--- src/rtl/tcs_pkg.sv ---
package tcs_pkg;

  // =====================================================================
  // framing and command codes
  // =====================================================================
  localparam logic [7:0] FRAME_HDR = 8'h55;
  localparam logic [7:0] CMD_TOUCH_ON = 8'h12;
  localparam logic [7:0] CMD_TOUCH_OFF = 8'h13;
  localparam logic [7:0] CMD_CAL_MODE = 8'h14;
  localparam logic [7:0] CAL_MODE_ARG = 8'h04;
  localparam logic [7:0] CMD_REG_WR = 8'h21;
  localparam logic [7:0] CMD_REG_BASE = 8'h22;
  localparam logic [7:0] CMD_REGS_PERSIST = 8'h23;
  localparam logic [7:0] CMD_NVM_WR = 8'h29;
  localparam logic [7:0] ST_OK = 8'h00;
  localparam logic [7:0] ST_BAD_CMD = 8'h03;
  localparam logic [7:0] ST_BAD_ARG = 8'h04;
  localparam logic [7:0] ACK_LEN = 8'h02;
  localparam logic [7:0] BASE_LEN = 8'h03;
  localparam logic [7:0] WR_MAX = 8'h08;
  localparam logic [7:0] BODY_MAX = 8'h0C;
  localparam int CORNERS = 4;

  // =====================================================================
  // registers and calibration block
  // =====================================================================
  localparam logic [7:0] REG_BASE_RST = 8'h20;
  localparam logic [7:0] OPT_OFFSET = 8'h0D;
  localparam int OPT_CCE_BIT = 0;
  localparam int OPT_WIRE_BIT = 1;
  localparam logic [1:0] OPT_RST = 2'h0;
  localparam logic [7:0] CAL_KEY_ADDR = 8'h16;
  localparam logic [7:0] CAL_SUM_ADDR = 8'h28;
  localparam logic [7:0] CAL_SEED = 8'h45;

  typedef enum logic [6:0] {
    S_HDR = 7'h01,
    S_LEN = 7'h02,
    S_BODY = 7'h04,
    S_EXEC = 7'h08,
    S_NVW = 7'h10,
    S_TX = 7'h20,
    S_STORE = 7'h40
  } tcs_state_type;

  typedef logic [4:0][7:0] tcs_frame_type;

  typedef struct packed {
    tcs_state_type st;
    logic [7:0] len;
    logic [3:0] idx;
    logic [11:0][7:0] body;
    logic [1:0] opts;
    logic touch_en;
    logic cal_mode;
    logic [2:0] corner;
    logic corner_pend;
    logic store_after;
    tcs_frame_type tx_buf;
    logic [2:0] tx_len;
    logic [2:0] tx_idx;
    logic [3:0] nvw_i;
    logic nvm_we;
    logic [7:0] nvm_addr;
    logic [7:0] nvm_data;
    logic persist;
    logic store_req;
    logic booted;
    logic cal_use;
    logic cal_ok;
  } tcs_regs_type;

  // four-byte answer: header, length, status, echoed command
  function automatic tcs_frame_type tcs_ack(input logic [7:0] status,
                                           input logic [7:0] cmd);
    tcs_ack = {8'h00, cmd, status, ACK_LEN, FRAME_HDR};
  endfunction

endpackage

--- src/rtl/tcs_cksum.sv ---
`timescale 1ns/100ps
// =====================================================================
// running checksum over the calibration block as it is written
// =====================================================================
module tcs_cksum (
  input wire logic ref_clk_in,
  input wire logic rst_in,
  input wire logic add_in,
  input wire logic start_in,
  input wire logic [7:0] byte_in,
  output logic [7:0] sum_out
);
  logic [7:0] sum_q;
  logic [7:0] sum_d;

  // the key byte restarts from the seed; carries out of bit 7 drop
  always_comb begin
    sum_d = sum_q;
    if (add_in) begin
      sum_d = start_in ? 8'(tcs_pkg::CAL_SEED + byte_in)
                       : 8'(sum_q + byte_in);
    end
  end

  always_ff @(posedge ref_clk_in) begin
    if (rst_in) begin
      sum_q <= tcs_pkg::CAL_SEED;
    end else begin
      sum_q <= sum_d;
    end
  end

  assign sum_out = sum_q;

  property p_seeded_sum;
    @(posedge ref_clk_in) disable iff (rst_in)
    (add_in && start_in) |=> sum_q == 8'($past(byte_in) + 8'h45);
  endproperty
  a_seeded_sum: assert property (p_seeded_sum)
    else $error("checksum not restarted from seed");

endmodule // tcs_cksum

--- src/rtl/tcs_seq.sv ---
`timescale 1ns/100ps
// Overview of operation
// - ack each touched corner with calibrate identifier
// - extra calibrate ack once data is stored
// - enable frame 0x12 answered with status echo
// - checksum: seed 0x45 plus 18 bytes, 8-bit
// - option bit 0 enables calibrated coordinates
// - option bit 1 picks eight or four wire
// - option bits 7..2 read as zero
// - stored calibration used only after power cycle
// - frames start 0x55 then byte count
// - nvm write: high 0x00, low, count 1..8
// - finished calibration stored and coordinates enabled
module tcs_seq #(
  parameter bit HAS_DONE_REPORT = 1'b1,
  parameter logic [7:0] REG_BASE = tcs_pkg::REG_BASE_RST
) (
  input wire logic ref_clk_in,
  input wire logic rst_in,
  input wire logic [7:0] rx_byte_in,
  input wire logic rx_valid_in,
  output logic rx_ready_out,
  output logic [7:0] tx_byte_out,
  output logic tx_valid_out,
  input wire logic tx_ready_in,
  input wire logic corner_touch_in,
  output logic cal_store_req_out,
  input wire logic cal_store_done_in,
  input wire logic [1:0] boot_opts_in,
  input wire logic cal_present_in,
  output logic nvm_we_out,
  output logic [7:0] nvm_addr_out,
  output logic [7:0] nvm_data_out,
  output logic regs_persist_cmd_out,
  output logic [7:0] touch_option_flags_out,
  output logic calibrated_coords_enable_out,
  output logic sensor_wire_select_out,
  output logic touch_enable_out,
  output logic cal_mode_out,
  output logic cal_block_ok_out
);
  tcs_pkg::tcs_regs_type q;
  tcs_pkg::tcs_regs_type d;
  logic [7:0] sum;
  logic [7:0] cmd;
  logic [7:0] cnt;
  logic wr_ok;
  logic take;

  assign cmd = q.body[0];
  assign cnt = q.body[3];
  // address high byte zero, count 1..8 and length matching the count
  assign wr_ok = (q.body[1] == 8'h00) && (cnt != 8'h00)
    && (cnt <= tcs_pkg::WR_MAX) && (q.len == 8'(cnt + 8'h04));
  // a pending corner ack goes out before the next frame is accepted
  assign take = rx_valid_in && rx_ready_out;
  assign rx_ready_out = ((q.st == tcs_pkg::S_HDR)
    && !(q.corner_pend && q.cal_mode)) || (q.st == tcs_pkg::S_LEN)
    || (q.st == tcs_pkg::S_BODY);

  // =====================================================================
  // command interpreter
  // =====================================================================
  always_comb begin
    d = q;
    d.nvm_we = 1'b0;
    d.persist = 1'b0;
    // the stored checksum byte is compared with the running sum
    if (q.nvm_we && q.nvm_addr == tcs_pkg::CAL_SUM_ADDR) begin
      d.cal_ok = (q.nvm_data == sum);
    end
    if (corner_touch_in && q.cal_mode) begin
      d.corner_pend = 1'b1;
    end
    // stored options and calibration are taken up only at power-up
    if (!q.booted) begin
      d.booted = 1'b1;
      d.opts = boot_opts_in;
      d.cal_use = cal_present_in;
    end
    unique case (q.st)
      tcs_pkg::S_HDR: begin
        if (q.corner_pend && q.cal_mode) begin
          d.tx_buf = tcs_pkg::tcs_ack(tcs_pkg::ST_OK,
                                      tcs_pkg::CMD_CAL_MODE);
          d.tx_len = 3'h4;
          d.tx_idx = 3'h0;
          d.corner_pend = corner_touch_in;
          d.corner = 3'(q.corner + 3'h1);
          d.store_after = (q.corner == 3'(tcs_pkg::CORNERS - 1));
          d.st = tcs_pkg::S_TX;
        end else if (take && rx_byte_in == tcs_pkg::FRAME_HDR) begin
          d.st = tcs_pkg::S_LEN;
        end
      end
      tcs_pkg::S_LEN: begin
        if (take) begin
          d.len = rx_byte_in;
          d.idx = 4'h0;
          // an empty or oversize body cannot be a command: resync
          d.st = (rx_byte_in == 8'h00 || rx_byte_in > tcs_pkg::BODY_MAX)
            ? tcs_pkg::S_HDR : tcs_pkg::S_BODY;
        end
      end
      tcs_pkg::S_BODY: begin
        if (take) begin
          d.body[q.idx] = rx_byte_in;
          d.idx = 4'(q.idx + 4'h1);
          if (8'(q.idx + 4'h1) == q.len) begin
            d.st = tcs_pkg::S_EXEC;
          end
        end
      end
      tcs_pkg::S_EXEC: begin
        d.tx_len = 3'h4;
        d.tx_idx = 3'h0;
        d.st = tcs_pkg::S_TX;
        d.tx_buf = tcs_pkg::tcs_ack(tcs_pkg::ST_OK, cmd);
        // any command other than calibrate cancels calibration
        if (cmd != tcs_pkg::CMD_CAL_MODE) begin
          d.cal_mode = 1'b0;
        end
        unique case (cmd)
          tcs_pkg::CMD_TOUCH_ON: begin
            d.touch_en = 1'b1;
          end
          tcs_pkg::CMD_TOUCH_OFF: begin
            d.touch_en = 1'b0;
          end
          tcs_pkg::CMD_CAL_MODE: begin
            if (q.len == 8'h02 && q.body[1] == tcs_pkg::CAL_MODE_ARG) begin
              d.cal_mode = 1'b1;
              d.corner = 3'h0;
              d.corner_pend = 1'b0;
            end else begin
              d.tx_buf = tcs_pkg::tcs_ack(tcs_pkg::ST_BAD_ARG, cmd);
            end
          end
          tcs_pkg::CMD_REG_BASE: begin
            d.tx_buf = {REG_BASE, cmd, tcs_pkg::ST_OK, tcs_pkg::BASE_LEN,
                        tcs_pkg::FRAME_HDR};
            d.tx_len = 3'h5;
          end
          tcs_pkg::CMD_REG_WR: begin
            if (wr_ok) begin
              // only the option register is held here; others are ignored
              for (int i = 0; i < 8; i++) begin
                if (8'(i) < cnt && 8'(q.body[2] + 8'(i))
                    == 8'(REG_BASE + tcs_pkg::OPT_OFFSET)) begin
                  d.opts = q.body[4 + i][1:0];
                end
              end
            end else begin
              d.tx_buf = tcs_pkg::tcs_ack(tcs_pkg::ST_BAD_ARG, cmd);
            end
          end
          tcs_pkg::CMD_REGS_PERSIST: begin
            d.persist = 1'b1;
          end
          tcs_pkg::CMD_NVM_WR: begin
            if (wr_ok) begin
              d.nvw_i = 4'h0;
              d.st = tcs_pkg::S_NVW;
            end else begin
              d.tx_buf = tcs_pkg::tcs_ack(tcs_pkg::ST_BAD_ARG, cmd);
            end
          end
          default: begin
            d.tx_buf = tcs_pkg::tcs_ack(tcs_pkg::ST_BAD_CMD, cmd);
          end
        endcase
      end
      tcs_pkg::S_NVW: begin
        // one byte per cycle; the answer starts in the same cycle as the last write strobe
        d.nvm_we = 1'b1;
        d.nvm_addr = 8'(q.body[2] + 8'(q.nvw_i));
        d.nvm_data = q.body[4 + q.nvw_i];
        d.nvw_i = 4'(q.nvw_i + 4'h1);
        if (8'(q.nvw_i + 4'h1) == cnt) begin
          d.st = tcs_pkg::S_TX;
        end
      end
      tcs_pkg::S_TX: begin
        if (tx_ready_in) begin
          d.tx_idx = 3'(q.tx_idx + 3'h1);
          if (3'(q.tx_idx + 3'h1) == q.tx_len) begin
            d.st = q.store_after ? tcs_pkg::S_STORE : tcs_pkg::S_HDR;
            d.store_req = q.store_after;
            d.store_after = 1'b0;
          end
        end
      end
      tcs_pkg::S_STORE: begin
        if (cal_store_done_in) begin
          d.store_req = 1'b0;
          d.cal_mode = 1'b0;
          d.cal_use = 1'b1;
          d.opts[tcs_pkg::OPT_CCE_BIT] = 1'b1;
          d.st = HAS_DONE_REPORT ? tcs_pkg::S_TX : tcs_pkg::S_HDR;
          d.tx_buf = tcs_pkg::tcs_ack(tcs_pkg::ST_OK,
                                      tcs_pkg::CMD_CAL_MODE);
          d.tx_len = 3'h4;
          d.tx_idx = 3'h0;
        end
      end
    endcase
  end

  always_ff @(posedge ref_clk_in) begin
    if (rst_in) begin
      q <= '{st: tcs_pkg::S_HDR, opts: tcs_pkg::OPT_RST,
             tx_len: 3'h4, default: '0};
    end else begin
      q <= d;
    end
  end

  // =====================================================================
  // calibration block check on the first image
  // =====================================================================
  tcs_cksum u_cksum (
    .ref_clk_in(ref_clk_in),
    .rst_in(rst_in),
    .add_in(q.nvm_we && q.nvm_addr >= tcs_pkg::CAL_KEY_ADDR
            && q.nvm_addr < tcs_pkg::CAL_SUM_ADDR),
    .start_in(q.nvm_addr == tcs_pkg::CAL_KEY_ADDR),
    .byte_in(q.nvm_data),
    .sum_out(sum)
  );

  // =====================================================================
  // outputs
  // =====================================================================
  assign tx_valid_out = (q.st == tcs_pkg::S_TX);
  assign tx_byte_out = q.tx_buf[q.tx_idx];
  assign cal_store_req_out = q.store_req;
  assign nvm_we_out = q.nvm_we;
  assign nvm_addr_out = q.nvm_addr;
  assign nvm_data_out = q.nvm_data;
  assign regs_persist_cmd_out = q.persist;
  assign touch_option_flags_out = {6'h00, q.opts};
  assign calibrated_coords_enable_out =
    q.opts[tcs_pkg::OPT_CCE_BIT] && q.cal_use;
  assign sensor_wire_select_out = q.opts[tcs_pkg::OPT_WIRE_BIT];
  assign touch_enable_out = q.touch_en;
  assign cal_mode_out = q.cal_mode;
  assign cal_block_ok_out = q.cal_ok;

  // =====================================================================
  // checks
  // =====================================================================
  property p_hdr_first;
    @(posedge ref_clk_in) disable iff (rst_in)
    (tx_valid_out && q.tx_idx == 3'h0) |-> tx_byte_out == 8'h55;
  endproperty
  a_hdr_first: assert property (p_hdr_first)
    else $error("frame does not open with header byte");

  property p_corner_ack;
    @(posedge ref_clk_in) disable iff (rst_in)
    (q.st == tcs_pkg::S_HDR && q.corner_pend && q.cal_mode)
      |=> tx_valid_out && q.tx_buf[3] == 8'h14 && q.tx_buf[2] == 8'h00;
  endproperty
  a_corner_ack: assert property (p_corner_ack)
    else $error("corner not acknowledged");

  property p_done_report;
    @(posedge ref_clk_in) disable iff (rst_in)
    (q.st == tcs_pkg::S_STORE && cal_store_done_in && HAS_DONE_REPORT)
      |=> tx_valid_out && q.tx_buf[3] == 8'h14 ##0 !q.cal_mode;
  endproperty
  a_done_report: assert property (p_done_report)
    else $error("no completion report after store");

  property p_auto_cce;
    @(posedge ref_clk_in) disable iff (rst_in)
    (q.st == tcs_pkg::S_STORE && cal_store_done_in)
      |=> calibrated_coords_enable_out;
  endproperty
  a_auto_cce: assert property (p_auto_cce)
    else $error("calibration end did not enable coordinates");

  property p_enable_touch;
    @(posedge ref_clk_in) disable iff (rst_in)
    (q.st == tcs_pkg::S_EXEC && cmd == 8'h12)
      |=> touch_enable_out && tx_valid_out && q.tx_buf[3] == 8'h12;
  endproperty
  a_enable_touch: assert property (p_enable_touch)
    else $error("enable frame not answered");

  property p_bad_write;
    @(posedge ref_clk_in) disable iff (rst_in)
    (q.st == tcs_pkg::S_EXEC && cmd == 8'h29 && (cnt == 8'h00
      || cnt > 8'h08)) |=> tx_valid_out && q.tx_buf[2] != 8'h00
      ##1 !nvm_we_out;
  endproperty
  a_bad_write: assert property (p_bad_write)
    else $error("bad write count accepted");

  property p_opt_zero;
    @(posedge ref_clk_in) disable iff (rst_in)
    touch_option_flags_out[7:2] == 6'h00
      && sensor_wire_select_out == touch_option_flags_out[1];
  endproperty
  a_opt_zero: assert property (p_opt_zero)
    else $error("option register upper bits not zero");

  property p_cce_gate;
    @(posedge ref_clk_in) disable iff (rst_in)
    calibrated_coords_enable_out |-> touch_option_flags_out[0];
  endproperty
  a_cce_gate: assert property (p_cce_gate)
    else $error("calibrated coordinates without option bit");

  property p_cal_after_boot;
    @(posedge ref_clk_in) disable iff (rst_in)
    ($past(q.booted) && $past(q.st) != tcs_pkg::S_STORE)
      |-> $stable(q.cal_use);
  endproperty
  a_cal_after_boot: assert property (p_cal_after_boot)
    else $error("stored calibration taken up without power cycle");

endmodule // tcs_seq

--- config.mk ---
export PLATFORM = sky130hd
export DESIGN_NAME = tcs_seq
export DESIGN_NICKNAME = d
export VERILOG_FILES = /design/src/rtl/tcs_pkg.sv /design/src/rtl/tcs_cksum.sv /design/src/rtl/tcs_seq.sv
export SDC_FILE = /design/constraint.sdc
export NUM_CORES = 1
export LEC_CHECK = 0
export BUFFER_PORTS_ARGS = -buffer_cell sky130_fd_sc_hd__buf_2
export CAP_MARGIN = 20
export CORE_UTILIZATION = 47
export CTS_CLUSTER_DIAMETER = 40
export CTS_CLUSTER_SIZE = 14
export DETAILED_ROUTE_END_ITERATION = 6
export PLACE_DENSITY = 0.67
export RECOVER_POWER = 25
export SLEW_MARGIN = 20
export SYNTH_ARGS = -nofsm -noshare
export SYNTH_HDL_FRONTEND = slang
export SYNTH_HIERARCHICAL = 1
export SYNTH_SLANG_ARGS = --single-unit
--- constraint.sdc ---
create_clock -name ref_clk_in -period 3.3 [get_ports ref_clk_in]
set_clock_uncertainty 0.05 [all_clocks]
set_input_delay 0.495 -clock ref_clk_in [delete_from_list [all_inputs] [get_ports ref_clk_in]]
set_output_delay 0.495 -clock ref_clk_in [all_outputs]
set_load 0.02 [all_outputs]
==> results of run 1 <==
-- area by class of cell --
| type | count | share of cell area [%] |
|---|---|---|
| clock inverter | 11 | 0.994 |
| inverter | 25 | 0.888 |
| timing repair buffer | 88 | 4.94 |
| multi-input combinational | 859 | 52.6 |
| sequential | 175 | 33.2 |
| tap | 265 | 3.14 |
| clock buffer | 20 | 4.32 |
-- cell usage in the layout (no fill, tap or decap), types with 7 or more instances in the layout --
cell	n
nor2b_1	13
nor3_1	19
xnor2_1	24
mux2_2	12
a21oi_1	145
mux4_2	24
buf_4	29
nand2b_1	14
a211oi_1	13
nand3_1	123
o21ai_0	17
nor2_1	72
buf_2	23
inv_1	25
and3_1	7
nand2_1	160
nand3b_1	7
clkbuf_1	32
nor4_1	12
clkbuf_16	17
a22oi_1	11
ha_1	26
nand4_1	9
a221oi_1	8
dfxtp_1	174
xor2_1	12
mux2i_1	10
-- metrics by stage --
step	cells	utilization, %	total power, uW
final	1443	53.4	5140
after CTS	1443	53.8	5160
after detailed placement	1412	50.9	3220
after global routing	1443	53.4	5360
after floorplan	1163	-	2990
after global placement	1412	50.9	3210
-- worst max-delay path: cells and delay by family (launching register included) --
family / cells / cell delay, ns
and+or+nand+nor: 6 / 1.30
buffers and inverters: 1 / 0.22
DFF: 1 / 0.32
AOI/OAI and AO/OA: 3 / 0.76
adders and majority gates: 1 / 0.26
-- how the worst max path moves through the flow --
stage,startpoint,endpoint,depth (start not counted)
6_report,nvm_addr_out[6]$_SDFFE_PP0P_,u_cksum/sum_out[6]$_SDFFE_PP1P_,11
3_3_place_gp,nvm_addr_out[6]$_SDFFE_PP0P_,u_cksum/sum_out[6]$_SDFFE_PP1P_,11
3_5_place_dp,nvm_addr_out[6]$_SDFFE_PP0P_,u_cksum/sum_out[6]$_SDFFE_PP1P_,11
2_1_floorplan,nvm_addr_out[6]$_SDFFE_PP0P_,u_cksum/sum_out[6]$_SDFFE_PP1P_,10
4_1_cts,nvm_addr_out[6]$_SDFFE_PP0P_,u_cksum/sum_out[6]$_SDFFE_PP1P_,11
5_1_grt,nvm_addr_out[6]$_SDFFE_PP0P_,u_cksum/sum_out[6]$_SDFFE_PP1P_,11
-- synth_stat cells, types with 3 or more instances --
cell | n | share of area [%]
nor3b_1 | 4 | 0.31
or3b_2 | 3 | 0.27
nand2_1 | 160 | 6.2
inv_1 | 25 | 0.98
a21oi_1 | 145 | 7.5
o21ai_0 | 17 | 0.88
nand2b_1 | 14 | 0.91
dfxtp_1 | 175 | 36
a31oi_1 | 5 | 0.33
xor2_1 | 12 | 1.1
mux2_2 | 12 | 1.4
or2_2 | 4 | 0.26
nand4b_1 | 6 | 0.55
nor3_1 | 19 | 0.99
nand3_1 | 123 | 6.4
nor4b_1 | 4 | 0.36
mux4_2 | 24 | 5.6
o31ai_1 | 4 | 0.31
nand3b_1 | 7 | 0.55
o21a_1 | 3 | 0.23
clkbuf_1 | 67 | 2.6
nor4_1 | 12 | 0.78
mux2i_1 | 10 | 1.0
nor2b_1 | 13 | 0.85
or4_1 | 5 | 0.39
a221oi_1 | 8 | 0.73
o2111ai_1 | 5 | 0.46
nor2_1 | 72 | 2.8
buf_4 | 24 | 1.9
or3_1 | 5 | 0.33
buf_2 | 10 | 0.52
ha_1 | 26 | 3.4
nand4_1 | 9 | 0.59
and3_1 | 7 | 0.46
a21o_1 | 6 | 0.47
and2_1 | 5 | 0.33
a22oi_1 | 11 | 0.86
a211oi_1 | 13 | 1.0
nor3b_2 | 3 | 0.39
xnor2_1 | 24 | 2.2
o22ai_1 | 5 | 0.33
-- kinds of logic after synthesis --
family / count (synthesis) / synth area share, %
other: 1 / 0.0390
flip-flops: 175 / 36.4
AO/OA/AOI/OAI: 249 / 15.7
buffers and inverters: 129 / 6.18
AND/OR/NAND/NOR: 491 / 25.7
multiplexers: 46 / 8.07
adder cells (fa/ha/maj): 28 / 3.80
XOR/XNOR: 39 / 4.01
-- report_power, final --
part           switching, uW  internal, uW
combinational            569           318
sequential              99.2          2190
clock                    884          1080
total                   1550          3590
-- flip-flops by register name (all words and copies together) (netlist names) --
name and flops:
nvm_addr_out 8, regs_persist_cmd_out 1, cal_mode_out 1, sensor_wire_select_out 1
nvm_we_out 1, cal_block_ok_out 1, touch_enable_out 1, q 127
nvm_data_out 8, touch_option_flags_out 1, cmd 8, cnt 8
u_cksum/sum_out 8, cal_store_req_out 1
-- layer usage --
layer / track usage [%] / routed length, um / up-vias
met4: 9.36 / 759 / 0
met1: 35.3 / 11900 / 4201
li1: - / - / 4146
met5: 0 / 0 / -
met2: 41.2 / 12500 / 332
met3: 4.31 / 1740 / 53
==> out/metrics.yaml, run 1 <==
outcome: "finished, final reports clean"
min_period_ns: 3.04
grt_pass1_vias: 8068
slew_violations: 0
start_util_pct: 48.6
drt-wirelength-per-cell_um: 18.7
drt_iter0_drc: 891
insertedDiodeCount: 0
report.final.setup_viol: 0
grt_antenna_before_repair: 0
grt_max_degree: 119
vias_per_cell: 6.05
ctsLongestPathBuffers: 2
place.port_buffers: 52
cts_resized: 0
filler_cell_count_in_the_final_layout: 1892
synth.distinct_cells: 78
max_slew_margin_pct: 7.78
core.rowCount: 51
coreArea_um2: 19800
clkLatencyLatePin_ns: 0.44
tritoncts_clock_tree: "yes"
power_density_nw_per_um2: 486
timing_hold_violations_final: 0
min_from: "cal_present_in"
period_share_pct: 92.2
synthesis.yosys.warnings: 6
fmax_mhz: 329
cts-buffers-inserted: 17
synth_enable_flop_cells: 0
die_height_um: 145
clockRootBuffer: "clkbuf_16"
flow.area_growth_from_synthesis_pct: 9.93
hold_crit_class: "input port to flip-flop"
seqCellArea_um2: 3500
postSynthCellCount: 1158
detail_route.wirelength_um: 26900
yosys_register_bits: 175
post_synth_instance_area_um2: 9620
yosysSeqAreaShare_pct: 36.4
worstHoldEndpoint: "q[1]$_SDFF_PP0_"
worst_setup_path_end_kind: "flip-flop"
nets: 1211
ant_nets: 0
gr-total-overflow: 0
top_level_ports: 59
post-dp-hpwl_um: 18200
total_area_of_multi_input_combinational_cells_um2: 5560
post_route_cells_drive_above_1_share_pct: 12.2
final_cell_area_um2: 10600
async_reset_ff_share_pct: 0
grt_first_pass_wirelength_um: 43800
ys.flop_type: "dfxtp_1"
place_congestion: 0.895
worstPathCellList: "nor2_1 -> nand3_1 -> nor4_1 -> buf_4 -> or2_2 -> ha_1 -> nor2b_1 -> o21a_1 -> o211a_1 -> or4_1 -> a311o_1"
detail_route.drc_violations: 0
final.setup.worst_slack_ns: 0.257
fp.dieW_um: 145
vdd_ir_drop_max_v: 0.000267
postCtsSetupBuffers: 0
critical_path.reg2reg.endpoint: "u_cksum/sum_out[6]$_SDFFE_PP1P_"
tns_ns: 0
r2r_cells: 11
total_leakage_power_uw: 0.00366
grt_setup_unrepaired: "no"
critical-path-max-stage-delay_ns: 0.48
place_worst_setup_slack_ns: 0.284
h-tree-depth: 4
slowest_stage: "or4_1"
syn_area_per_cell_um2: 8.30
criticalPathCategory: "flip-flop to flip-flop"
cap_viol_max_count: 0
clkSlewWorstSetupHoldPaths_ns: 0.07
worst_hold_slack_ns: 0.300
drt_pass1_iterations: 5
critPathMaxFanout: 9
timing_worst_slew_pin_value_ns: 1.38
dpl_cell_area_um2: 10100
dieArea_um2: 21000
whs_path_depth: 3
worst-endpoint-arrival_ns: 3.32
cp.required_ns: 3.58
timing.reg2reg.setup_slack_ns: 0.26
worstReg2RegStart: "nvm_addr_out[6]$_SDFFE_PP0P_"
cts_sinks: 175
vias: 8732
global_route.usage.total_pct: 25.9
ctsHoldBuffers: 0
setup.worst_path.start_class: "flip-flop"
Power figures use the tool's default switching activity.
==> run 2: changes to the inputs <==
--- a/config.mk
+++ b/config.mk
@@ -13,8 +13,6 @@
 export DETAILED_ROUTE_END_ITERATION = 6
 export PLACE_DENSITY = 0.67
 export RECOVER_POWER = 25
-export SLEW_MARGIN = 20
 export SYNTH_ARGS = -nofsm -noshare
 export SYNTH_HDL_FRONTEND = slang
-export SYNTH_HIERARCHICAL = 1
 export SYNTH_SLANG_ARGS = --single-unit
==> run 2 against run 1 <==
Net effect:
- worst hold slack gained 0.0066 ns
- clock power is essentially flat
- power shrank 10%
- die area grew 0.64%
- largest cell class unchanged
- global-route usage shrank 0.39 points
- non-clock buffer count shrank 16
- first-iteration DRC count shrank 30%
- cell count grew 1.2%
- sequential power shrank 5%
- wire length shrank 1.0%
==> out/metrics.yaml, run 2 <==
whs_path_depth: 3
place.port_buffers: 52
min_from: "cal_present_in"
yosys_register_bits: 174
dieArea_um2: 21200
netlist.area_leader.share_pct: 36.0
gr-total-overflow: 0
worst_setup_path_end_kind: "flip-flop"
post-dp-hpwl_um: 18400
largest_register_ff_count: 126
start_util_pct: 47.8
core.rowCount: 52
clockRootBuffer: "clkbuf_16"
cp.required_ns: 3.59
grt_pass1_vias: 7784
power_density_nw_per_um2: 442
worst_hold_slack_ns: 0.307
dpl_cell_area_um2: 9940
synth.distinct_cells: 82
post_synth_instance_area_um2: 9680
synthesis.yosys.warnings: 0
worst-endpoint-arrival_ns: 3.20
clkLatencyLatePin_ns: 0.44
drt_pass1_iterations: 7
timing_worst_slew_pin_value_ns: 0.911
yosysSeqAreaShare_pct: 36.0
nets: 1223
ys.flop_type: "dfxtp_1"
period_share_pct: 88.0
cap_viol_max_count: 0
setup.worst_path.start_class: "flip-flop"
synthMostInstantiatedCell: "nand2_1"
worstSetupStartpoint: "q[190]$_SDFFE_PP0P_"
layout_commonest_cell: "nand2_1"
slew_violations: 0
drt_iter0_drc: 622
total_leakage_power_uw: 0.00378
vdd_ir_drop_max_v: 0.000331
ant_nets: 0
max_slew_margin_pct: 38.7
detail_route.wirelength_um: 26600
tns_ns: 0
pwr-share-clk_pct: 43.0
cts_sinks: 174
grt_setup_unrepaired: "no"
worstReg2RegStart: "q[190]$_SDFFE_PP0P_"
coreArea_um2: 20200
final_cell_area_um2: 10500
vias: 8500
report.final.setup_viol: 0
outcome: "finished, final reports clean"
r2r_cells: 8
grt_first_pass_wirelength_um: 42600
synth_enable_flop_cells: 0
detail_route.drc_violations: 0
cts_resized: 0
ranking_of_synthesized_cells_by_instance_count: "225 x nand2_1, 174 x dfxtp_1, 153 x a21oi_1"
syn_area_per_cell_um2: 8.15
tritoncts_clock_tree: "yes"
power.switching_uw: 1200
mostFrequentLayoutCells: "225 x nand2_1, 174 x dfxtp_1, 153 x a21oi_1"
h-tree-depth: 4
drt-wirelength-per-cell_um: 18.2
min_period_ns: 2.90
synth_top_cell_by_area: "dfxtp_1"
flow.area_growth_from_synthesis_pct: 8.11
post_route_cells_drive_above_1_share_pct: 10.6
vias_per_cell: 5.82
internal_power_uw: 3420
fp.dieW_um: 145
swShare_pct: 25.9
ctsHoldBuffers: 0
die_height_um: 145
netlist_top_cells_area: "dfxtp_1 36%, nand2_1 8.7%, a21oi_1 7.9%"
place_congestion: 0.941
critPathMaxFanout: 14
filler_cell_count_in_the_final_layout: 1945
top_level_ports: 59
combinationalPowerShare_pct: 10.0
clkSlewWorstSetupHoldPaths_ns: 0.06
hold_crit_class: "input port to flip-flop"
criticalPathCategory: "flip-flop to flip-flop"
grt_antenna_before_repair: 0
max_flop_register: "q"
postCtsSetupBuffers: 0
power_frac_seq_pct: 47.0
fmax_mhz: 344
timing_hold_violations_final: 0
ctsLongestPathBuffers: 2
postSynthCellCount: 1187
insertedDiodeCount: 0
cts-buffers-inserted: 17
async_reset_ff_share_pct: 0
global_route.usage.total_pct: 25.5
grt_max_degree: 83
-- run 2: worst paths after layout --
path / endpoint / slack (ns)
setup / recovery: touch_option_flags_out[0]$_SDFF_PP0_ / 0.40
setup reg to reg: touch_option_flags_out[0]$_SDFF_PP0_ / 0.40
hold / removal: q[1]$_SDFF_PP0_ / 0.31
hold reg to reg: q[133]$_SDFFE_PP0P_ / 0.40
-- run 2: cell families (layout without fill, tap and decap cells) --
family	after synthesis	count (layout)	share of synthesized area, %
buffers and inverters	131	129	6.57
DFF	174	174	36.0
adders and majority gates	29	29	3.90
muxes	54	54	8.88
other	1	6	0.0387
xor gates and xnor gates	40	40	3.62
and+or+nand+nor	504	504	25.0
AOI/OAI and AO/OA	254	254	16.0
-- run 2: routing by layer --
layer	vias up	track usage, %	wire length, um
li1	4128	-	-
met1	4032	35.6	12300
met2	304	39.4	12000
met3	36	4.92	1730
met4	0	9.05	625
met5	-	0	0
-- run 2: layout make-up --
class	count	area, um^2	share of cell area [%]
clock buffers	24	462	4.41
inverters	25	93.8	0.897
repair buffers	72	398	3.80
clock inverters	8	108	1.03
flip-flops and latches	174	3480	33.3
multi-input cells	887	5580	53.3
well taps	270	338	3.23
-- run 2: stage by stage --
stage	instances	setup WS [ns]	total power [uW]	util [%]
after detailed placement	1428	0.278	2680	49.1
final	1460	0.396	4620	51.7
after CTS	1460	0.383	4650	51.9
after global routing	1460	0.0896	4780	51.7
after floorplan	1192	0.796	2550	-
after global placement	1428	0.344	2670	49.1
-- run 2: power by group through the flow --
stage,Sequential [uW],Clock [uW],Combinational [uW]
after CTS,2170,2010,464
after detailed placement,2220,0,461
final,2170,1990,460
after floorplan,2200,0,354
after global routing,2180,2100,504
after global placement,2220,0,456
-- run 2: critical path, cell delays in order, from the launching register on --
cell	delay, ns
dfxtp_1	0.46
nor2_1	0.17
clkbuf_1	0.35
and4b_1	0.53
nand2_1	0.10
or4_1	0.41
or3_4	0.37
nor2b_4	0.14
o32ai_2	0.23
